==> src/rtl/ppm_pkg.sv <==
// Package with the constants and carrier types of the pixel port select and mask block.
package ppm_pkg;
	localparam int PIX_W = 64;
	localparam int LEG_W = 8;
	localparam int PORT_SEL_BIT = 0;
	localparam int MASK_EN_BIT = 6;
	localparam int CLK_SRC_LSB = 6;
	localparam int PLL_RSVD_BIT = 4;
	localparam logic [1:0] CLK_SRC_REF = 2'h2;
	localparam logic [7:0] MISC1_RESET = 8'h00;
	localparam logic [7:0] MISC2_RESET = 8'h00;
	localparam logic [2:0] FMT_4BPP = 3'h2;
	localparam logic [2:0] FMT_32BPP = 3'h6;
	localparam int SCLK_DIV = 4;
	localparam int FIFO_DEPTH = 8;
	localparam logic [LEG_W-1:0] LEG_ZERO = 8'h00;
	typedef struct packed {
		logic [PIX_W-1:0] data;
		logic valid;
	} ppm_word_t;
	typedef struct packed {
		logic [1:0] clk_src;
		logic port_wide;
		logic mask_en;
	} ppm_ctrl_t;
endpackage

==> src/rtl/ppm_top.sv <==
// Pixel port selection, wide-port latching and masking, with its word FIFO.
`timescale 1ns/1ps
module ppm_fifo #(
	parameter int WIDTH = 64,
	parameter int DEPTH = 8
) (
	input wire logic mclk, // System clock.
	input wire logic reset, // Asynchronous reset.
	input wire logic in_valid, // Word offered.
	output logic in_ready, // Room for a word.
	input wire logic [WIDTH-1:0] in_data, // Word in.
	output logic out_valid, // Word available.
	input wire logic out_ready, // Drain accepts.
	output logic [WIDTH-1:0] out_data // Word out.
);
	localparam int AW = $clog2(DEPTH);
	localparam logic [AW:0] FULL = (AW + 1)'(DEPTH);
	logic [WIDTH-1:0] mem [DEPTH];
	logic [AW-1:0] wr_ptr, rd_ptr, next_wr_ptr, next_rd_ptr;
	logic [AW:0] count, next_count;
	logic push, pop;
	// Handshake terms and pointer updates.
	always_comb begin
		push = in_valid && (count != FULL);
		pop = out_valid && out_ready;
		next_wr_ptr = push ? wr_ptr + 1'b1 : wr_ptr;
		next_rd_ptr = pop ? rd_ptr + 1'b1 : rd_ptr;
		next_count = count + {{AW{1'b0}}, push} - {{AW{1'b0}}, pop};
	end
	// Registers pointers and the count.
	always_ff @(posedge mclk or posedge reset) begin
		if (reset) begin
			wr_ptr <= '0;
			rd_ptr <= '0;
			count <= '0;
		end else begin
			wr_ptr <= next_wr_ptr;
			rd_ptr <= next_rd_ptr;
			count <= next_count;
		end
	end
	// Storage has no reset; a slot is only read after it has been written.
	always_ff @(posedge mclk) begin
		if (push) begin
			mem[wr_ptr] <= in_data;
		end
	end
	assign in_ready = (count != FULL);
	assign out_valid = (count != '0);
	assign out_data = mem[rd_ptr];
endmodule

module ppm_top
	import ppm_pkg::*;
#(
	parameter int WIDTH = PIX_W
) (
	input wire logic mclk, // 50 MHz system clock.
	input wire logic reset, // Asynchronous active-high reset.
	input wire logic load_clock_in, // Load clock pin from the controller.
	input wire logic [WIDTH-1:0] wide_pixel_bus, // Wide pixel pins.
	input wire logic [LEG_W-1:0] legacy_pixel, // Legacy 8-bit pixel pins.
	input wire logic [7:0] misc_ctrl1, // First misc control byte.
	input wire logic [7:0] misc_ctrl2, // Second misc control byte.
	input wire logic [2:0] pixel_format, // Pixel format code.
	input wire logic [WIDTH-1:0] wide_mask, // Mask high and low registers.
	input wire logic [7:0] pll_ctrl1, // First pll control byte.
	output logic shift_clock, // Serial clock to the controller.
	output logic [LEG_W-1:0] pixel_out, // Selected pixel byte.
	output logic [WIDTH-1:0] wide_latched, // Internal wide latch contents.
	output logic pixclk_is_ref, // Pixel clock from reference clock.
	output logic capture_ovf // Captured word dropped, FIFO full.
);
	logic lck_s1, lck_s2, lck_s3;
	logic [WIDTH-1:0] pix_s1, pix_s2;
	logic [$clog2(SCLK_DIV)-1:0] div, next_div;
	logic fmt_ok, sclk_tick, next_shift_clock;
	logic cap_valid, cap_ready, drain_valid;
	logic [WIDTH-1:0] drain_data, next_wide_latched, rcv;
	logic [LEG_W-1:0] next_pixel_out;
	logic next_pixclk_is_ref, next_capture_ovf;
	ppm_ctrl_t ctrl;
	// Control bits; pll bit 4 is reserved and deliberately unread.
	always_comb begin
		ctrl.port_wide = misc_ctrl2[PORT_SEL_BIT];
		ctrl.mask_en = misc_ctrl1[MASK_EN_BIT];
		ctrl.clk_src = misc_ctrl2[CLK_SRC_LSB +: 2];
	end
	// Two-stage synchronisers for the load clock and the wide pins.
	// The pins stand still well around a load clock rise, so the word arrives whole.
	always_ff @(posedge mclk or posedge reset) begin
		if (reset) begin
			lck_s1 <= 1'b0;
			lck_s2 <= 1'b0;
			lck_s3 <= 1'b0;
			pix_s1 <= '0;
			pix_s2 <= '0;
		end else begin
			lck_s1 <= load_clock_in;
			lck_s2 <= lck_s1;
			lck_s3 <= lck_s2;
			pix_s1 <= wide_pixel_bus;
			pix_s2 <= pix_s1;
		end
	end
	// Mask zeroes received bits only while enabled.
	always_comb begin
		rcv = ctrl.mask_en ? (pix_s2 & ~wide_mask) : pix_s2;
		cap_valid = lck_s2 && !lck_s3;
		fmt_ok = (pixel_format >= FMT_4BPP) && (pixel_format <= FMT_32BPP);
	end
	ppm_fifo #(.WIDTH(WIDTH), .DEPTH(FIFO_DEPTH)) u_fifo (
		.mclk(mclk),
		.reset(reset),
		.in_valid(cap_valid),
		.in_ready(cap_ready),
		.in_data(rcv),
		.out_valid(drain_valid),
		.out_ready(sclk_tick),
		.out_data(drain_data)
	);
	// Shift clock divider, stopped for invalid formats or legacy port.
	// When stopped the divider freezes rather than clears, so its phase resumes.
	always_comb begin
		sclk_tick = 1'b0;
		next_div = div;
		next_shift_clock = 1'b0;
		if (fmt_ok && ctrl.port_wide) begin
			next_div = div + 1'b1;
			next_shift_clock = div[$clog2(SCLK_DIV)-1];
			sclk_tick = (div == '1);
		end
		// Relatch only at divider count 3, between the shift clock's rise and fall; otherwise hold the last value.
		next_wide_latched = (sclk_tick && drain_valid) ? drain_data : wide_latched;
		// Legacy path carries the OR flaw with the latched low byte.
		next_pixel_out = ctrl.port_wide ? wide_latched[LEG_W-1:0]
			: (legacy_pixel | wide_latched[LEG_W-1:0]);
		// Clock source decode and the dropped-capture pulse.
		next_pixclk_is_ref = (ctrl.clk_src == CLK_SRC_REF);
		next_capture_ovf = cap_valid && !cap_ready;
	end
	// Output and state registers; reset leaves a legacy-ready state.
	always_ff @(posedge mclk or posedge reset) begin
		if (reset) begin
			div <= '0;
			shift_clock <= 1'b0;
			wide_latched <= '0;
			pixel_out <= LEG_ZERO;
			pixclk_is_ref <= 1'b0;
			capture_ovf <= 1'b0;
		end else begin
			div <= next_div;
			shift_clock <= next_shift_clock;
			wide_latched <= next_wide_latched;
			pixel_out <= next_pixel_out;
			pixclk_is_ref <= next_pixclk_is_ref;
			capture_ovf <= next_capture_ovf;
		end
	end

	// Checks on the latch, the port selection, the mask and the clock source.
	property p_latch_hold;
		@(posedge mclk) disable iff (reset)
		!$past(sclk_tick) |-> $stable(wide_latched);
	endproperty
	a_latch_hold: assert property (p_latch_hold) else $error("latch moved without shift clock");
	property p_stop;
		@(posedge mclk) disable iff (reset)
		!fmt_ok |=> !shift_clock;
	endproperty
	a_stop: assert property (p_stop) else $error("shift clock ran with bad format");
	property p_or;
		@(posedge mclk) disable iff (reset)
		!ctrl.port_wide |=> pixel_out == ($past(legacy_pixel) | $past(wide_latched[LEG_W-1:0]));
	endproperty
	a_or: assert property (p_or) else $error("legacy pixel not merged");
	property p_wide;
		@(posedge mclk) disable iff (reset)
		ctrl.port_wide |=> pixel_out == $past(wide_latched[LEG_W-1:0]);
	endproperty
	a_wide: assert property (p_wide) else $error("wide pixel wrong");
	property p_hold_legacy;
		@(posedge mclk) disable iff (reset)
		!ctrl.port_wide ##1 !ctrl.port_wide |-> $stable(wide_latched);
	endproperty
	a_hold_legacy: assert property (p_hold_legacy) else $error("latch changed in legacy");
	property p_mask;
		@(posedge mclk) disable iff (reset)
		ctrl.mask_en |-> (rcv & wide_mask) == '0;
	endproperty
	a_mask: assert property (p_mask) else $error("masked bit passed");
	property p_nomask;
		@(posedge mclk) disable iff (reset)
		!ctrl.mask_en |-> rcv == pix_s2;
	endproperty
	a_nomask: assert property (p_nomask) else $error("mask applied while off");
	property p_src;
		@(posedge mclk) disable iff (reset)
		ctrl.clk_src == CLK_SRC_REF |=> pixclk_is_ref;
	endproperty
	a_src: assert property (p_src) else $error("reference source not chosen");
	property p_rst;
		@(posedge mclk) $fell(reset) |-> wide_latched == '0;
	endproperty
	a_rst: assert property (p_rst) else $error("latch not cleared");
	c_relatch: cover property (@(posedge mclk) disable iff (reset) sclk_tick && drain_valid);
	c_legacy_or: cover property (@(posedge mclk) disable iff (reset)
		!ctrl.port_wide && wide_latched[LEG_W-1:0] != LEG_ZERO);
	c_masked: cover property (@(posedge mclk) disable iff (reset) ctrl.mask_en && cap_valid);
	c_ovf: cover property (@(posedge mclk) disable iff (reset) capture_ovf);
	c_workaround: cover property (@(posedge mclk) disable iff (reset)
		!ctrl.port_wide && ctrl.mask_en && wide_latched[LEG_W-1:0] == LEG_ZERO);
	property p_relatch;
		@(posedge mclk) disable iff (reset)
		sclk_tick && drain_valid |=> wide_latched == $past(drain_data);
	endproperty
	a_relatch: assert property (p_relatch) else $error("relatch missed the drained word");
	property p_legacy_stop;
		@(posedge mclk) disable iff (reset)
		!ctrl.port_wide |=> !shift_clock;
	endproperty
	a_legacy_stop: assert property (p_legacy_stop) else $error("shift clock ran on legacy port");
endmodule

==> config.mk <==
export PLATFORM = sky130hd
export DESIGN_NAME = ppm_top
export DESIGN_NICKNAME = d
export VERILOG_FILES = /design/src/rtl/ppm_pkg.sv /design/src/rtl/ppm_top.sv
export SDC_FILE = /design/constraint.sdc
export NUM_CORES = 1
export LEC_CHECK = 0
export BUFFER_PORTS_ARGS = -buffer_cell sky130_fd_sc_hd__buf_2
export CAP_MARGIN = 5
export CORE_AREA = 2 2 245 247
export DETAILED_ROUTE_END_ITERATION = 8
export DIE_AREA = 0 0 247 249
export RECOVER_POWER = 100
export SLEW_MARGIN = 25
export SYNTH_ARGS = -nofsm -noshare
export SYNTH_HDL_FRONTEND = slang
export SYNTH_SLANG_ARGS = --single-unit
==> constraint.sdc <==
create_clock -name mclk -period 22.1 [get_ports mclk]
set_clock_uncertainty 0.1 [all_clocks]
set_input_delay 4.42 -clock mclk [delete_from_list [all_inputs] [get_ports mclk]]
set_output_delay 4.42 -clock mclk [all_outputs]
set_load 0.01 [all_outputs]
# [Word-level counts from Yosys, hierarchy flattened]
# Memories as Yosys holds them, arrays and structs flattened. A register that Yosys moved wholly into a read port is not among the register bits.
# Cells that the tools add are included.
[totals] register_bits=154 mem_bits_rw=512 inputBits=166 out_inout_bits=75 word_cells=42 memories=1
[classes] n_addsub=5 magnitude_cmp=2 eq_ne=3 n_mux=6 bitwise=3 n_reduce_logical=9
[mem_list] name="u_fifo.mem" depth=8 width=64 rd=1 rd_clocked_by_memory_dff=1 write_ports=1 line_no="ppm_top.sv:18" rtl="logic [WIDTH-1:0] mem [DEPTH];"
[op_table] op="bitwise AND 64 bit" count=1
[op_table] op="2-to-1 mux 64 bit" count=1
[op_table] op="inverter 64 bit" count=1
[op_table] op="2-to-1 mux 8 bit" count=1
[op_table] op="OR 8 bit" count=1
[op_table] op="adder 3 x 1 -> 3 bit, second input constant" count=2
[op_table] op="logical AND 1 bit" count=6
[op_table] op="adder 4 x 1 -> 4 bit" count=1
[op_table] op="== test 2 bit, second input constant" count=2
[op_table] op="2-to-1 mux 1 bit" count=4
[op_table] op="inequality test 4 bit, second input constant" count=1
[op_table] op="nonzero test 4 bit" count=1
[op_table] op="subtractor 4 x 1 -> 4 bit" count=1
[op_table] op="greater-or-equal comparator 3 x 2 -> 1 bit, second input constant" count=1
[op_table] op="less-or-equal comparator 3 bit, second input constant" count=1
[op_table] op="adder 2 x 1 -> 2 bit, second input constant" count=1
[op_table] op="logical NOT 1 bit" count=2

# [Longest topological paths before layout]
[depth] word_depth=6 ltp_mapped=11 mapped_depth_nobuf=9

# [Modules after synthesis]
# From an unflattened synthesis, not the netlist that was laid out.
[hier_totals] hier_cells=1166 hier_area_um2=26464.1
[modules_own_cells] mod="ppm_fifo" instances=1 cells_each=795 area_per_inst_um2=19787.7 seq_area_each_um2=15625.0
[modules_own_cells] mod="ppm_top" instances=1 cells_each=371 area_per_inst_um2=6676.4 seq_area_each_um2=5205.0

# [Worst setup path after synthesis]
# OpenSTA, ideal clock, no wires.
[synth_timing] kind="input to register" start="input pixel_format[0]" end="register u_fifo.count[2]" arrival_time_ns=6.404 path_slack_ns=15.473 cell_stages=10 path_cell_list="and3_1 > a2111oi_4 > buf_4 > buf_2 > ha_1 > inv_1 > ha_1 > inv_1 > fa_1 > xnor2_1"
[synth_between] elab_chain_cells=6 word_cells_on_any_way=7
[synth_lines] item="start: declaration" line_no="ppm_top.sv:65" rtl="input wire logic [2:0] pixel_format,"
[synth_lines] item="greater-or-equal comparator 3 x 2 -> 1 bit / less-or-equal comparator 3 bit (equally long branches)" line_no="ppm_top.sv:110" rtl="fmt_ok = (pixel_format >= FMT_4BPP) && (pixel_format <= FMT_32BPP);"
[synth_lines] item="logical AND 1 bit *" line_no="ppm_top.sv:110"
[synth_lines] item="logical AND 1 bit *" line_no="ppm_top.sv:128" rtl="if (fmt_ok && ctrl.port_wide) begin"
[synth_lines] item="2-to-1 mux 1 bit *" line_no="ppm_top.sv:128"
[synth_lines] item="logical AND 1 bit *" line_no="ppm_top.sv:25" rtl="pop = out_valid && out_ready;"
[synth_lines] item="net u_fifo.pop" line_no="ppm_top.sv:21" rtl="logic push, pop;"
[synth_lines] item="subtractor 4 x 1 -> 4 bit *" line_no="ppm_top.sv:28" rtl="next_count = count + {{AW{1'b0}}, push} - {{AW{1'b0}}, pop};"
[synth_lines] item="net u_fifo.next_count[2]" line_no="ppm_top.sv:20" rtl="logic [AW:0] count, next_count;"
[synth_lines] item="end signal: assignment" line_no="ppm_top.sv:39" rtl="count <= next_count;"
[synth_lines] item="end: declaration" line_no="ppm_top.sv:20"
# Mark *: on every way through the listed nets, which the timed path passes. The rest lies on a longest branch.
# A chain may end at the register's enable or synchronous reset.

==> qor.txt <==
DRT Wirelength -> 51100 microns
GRT Max-Usage Layer -> met2
Mean Syn Cell Area -> 21.2 sq um
Status -> complete, but fails checks
CTS clk-pin slew, worst paths -> 0.06 ns
Comb power frac -> 0.202
CP max stage cell -> clkbuf_1
All-layer global routing usage -> 0.170
Routed vias/inst -> 5.18
Setup bufs post-CTS -> 0
Initial DRC count -> 762
First-pass GRT wire length -> 77900 microns
Resized Gates After CTS -> 0
Root Driver -> clkbuf_16
FF+latch count, synth -> 730
Synth Cell Area -> 26200 sq um
Peak VDD IR -> 73.3 uV
Layout cells sized above 1 -> 0.265
FP Rows -> 89
Setup TNS -> 0 ns
Area delta synth->final -> 17.1%
NetSw -> 0.00104 W
Port-buffer cells -> 220
Setup WS pre-CTS -> 14.85 ns
DP Wirelength -> 27100 microns
Remaining Overflow, GRT -> 0
RSZ-0062 raised after global routing -> no
Post-route minimum period -> 10.23 ns
Average wire per standard cell -> 21.8 microns
Worst min path class -> reg2reg
Commonest non-fill, non-tap cell in the layout -> edfxtp_1
Distinct cells, synth -> 26
Layout Cells excl Fill -> 2344
RePlAce Congestion -> 0.699
Placed cell count -> 2199
Hold endpoint -> pix_s2[63]
Synth area leaders -> edfxtp_1, dfrtp_1, mux4_2, mux2i_1, a21boi_0
Cell area after placement -> 28200 sq um
Clk pwr share -> 0.341
RR Endpoint -> u_fifo.rd_ptr[1]
Final Max Slew Viols -> 926
Failing checks -> capacitance limit, slew limit
Worst-path maximum fanout -> 97
H-tree levels -> 3
Via count -> 12144
CTS tree -> built
Num CTS Buffers -> 77
GR Layer Usage met1 -> 0.224
M2 GR Usage -> 0.289
R2R cell count -> 6
Design Area, Final -> 30600 sq um
NumNets Final -> 1682
EDFF count, synth -> 512
Pin count of the biggest net entering global routing -> 98
Synth Net Count -> 1413
Worst-Margin Slew -> 4.51 ns
Post-synthesis sequential area ratio -> 0.796
Yosys top cell area share -> 0.588
Die Wd -> 247 microns
Pint -> 0.00282 W
Ant diodes -> 0
Max Cap Viol -> 20
Final Setup Violations -> 0
Hold_buf cts -> 0
Flop pwr share -> 0.457
Most frequent cells in the layout -> edfxtp_1, dfrtp_1, buf_2
Fin Hold WS -> 0.235 ns
Core area -> 58700 sq um
Post-synthesis instance total -> 1237
Remaining DRCs -> 0
DR pass1 iterations -> 5
Worst Hold Depth -> 0
Max Clk Rate -> 97.7 MHz
Switching part of the total -> 0.270
Worst Path Arrival -> 9.61 ns
CTS max path bufs -> 3
CP Data Required Time -> 21.48 ns
Clk_lat worst skew -> 0.61 ns
Crit-path max cell delay -> 2.53 ns
Setup crit start kind -> input pin
Final count of hold timing violations -> 0
Primary flip-flop cell chosen by synthesis mapping -> edfxtp_1
Fraction of registers with async set/reset -> 0.299
RR Startpoint -> u_fifo.count[2]
Pleak -> 10.9 nW
Antenna violations before repair -> 0
Clk sinks -> 730
Ys Warns -> 0
CP Cell Sequence -> buf_2 -> clkinvlp_2 -> clkbuf_1
Post-DRT Antenna Nets -> 0
M3 GR Usage -> 0.0323
Setup ws final -> 11.87 ns
Vias in the first global route -> 13165
DIE HEIGHT -> 249 microns
Die ar. -> 61500 sq um
Reg2Reg Setup Slack -> 15.54 ns
Area leader, netlist -> edfxtp_1
Kind of critical path -> in2async
IO Pins -> 241
Endpoint type of the worst setup path -> async pin
Period utilization -> 0.463
Hold Startpoint -> pix_s1[63]
Starting density of the core -> 0.446
Rel. slew slack -> -2.00
Pwr dens -> 126 nW/um^2
[registers in the layout, summed over array words and instances, names as in the netlist]
name / count
pix_s1: 64
u_fifo.rd_ptr: 3
pixclk_is_ref: 1
u_fifo.mem: 512
pix_s2: 64
pixel_out: 8
u_fifo.wr_ptr: 3
lck_s1: 1
shift_clock: 1
wide_latched: 64
lck_s2: 1
capture_ovf: 1
lck_s3: 1
div: 2
u_fifo.count: 4
[synthesized netlist by cell type, types with 11 or more instances]
| master | n |
|---|---|
| nor2_1 | 73 |
| a21oi_1 | 66 |
| buf_4 | 12 |
| mux4_2 | 128 |
| edfxtp_1 | 512 |
| buf_2 | 25 |
| mux2i_1 | 64 |
| inv_1 | 11 |
| dfrtp_1 | 218 |
| clkbuf_1 | 12 |
| a21boi_0 | 64 |
[metal layers]
layer  share of wire  vias to the layer above
li1                -                     5420
met1            0.43                     6382
met2            0.51                      265
met3           0.040                       77
met4           0.019                        0
met5               0                        -
[stage by stage]
step,power [W],utilization
floorplan,0.00235,-
global placement,0.00260,0.480
detailed placement,0.00261,0.481
CTS,0.00394,0.526
global route,0.00405,0.522
finish,0.00386,0.522
[layout make-up]
cell class              count  area, sq um
flip-flops and latches    730        20800
well taps                 773          967
multi-input cells         440         5020
repair buffers            246         1140
clock inverters            36          389
clock buffers             108         2250
inverters                  11         42.5
fillers                  4727        28000
[power by group through the flow]
stage | clock network, W | logic (W) | registers [W]
floorplan | 0 | 0.000587 | 0.00176
global placement | 0 | 0.000813 | 0.00178
detailed placement | 0 | 0.000825 | 0.00179
CTS | 0.00135 | 0.000828 | 0.00176
global route | 0.00140 | 0.000860 | 0.00179
finish | 0.00132 | 0.000780 | 0.00177
[worst max path at each step]
stage	start	to
final	reset	u_fifo.rd_ptr[0]
after floorplan	reset	capture_ovf
after global placement	pixel_format[0]	u_fifo.count[2]
after detailed placement	pixel_format[0]	u_fifo.count[2]
after CTS	pixel_format[0]	u_fifo.count[2]
after global routing	reset	u_fifo.rd_ptr[0]
[logic make-up after synthesis]
family                   synth area share
AND/OR/NAND/NOR                    0.0132
AO/OA/AOI/OAI                      0.0348
multiplexers                        0.136
adder cells (fa/ha/maj)           0.00507
XOR/XNOR                          0.00234
flip-flops                          0.796
buffers and inverters              0.0125
[worst max-delay path: cells and delay by family]
kind / cells / cell delay (ns)
buffers and inverters: 3 / 5.11
Note: power is estimated with default switching activity, not from simulation.
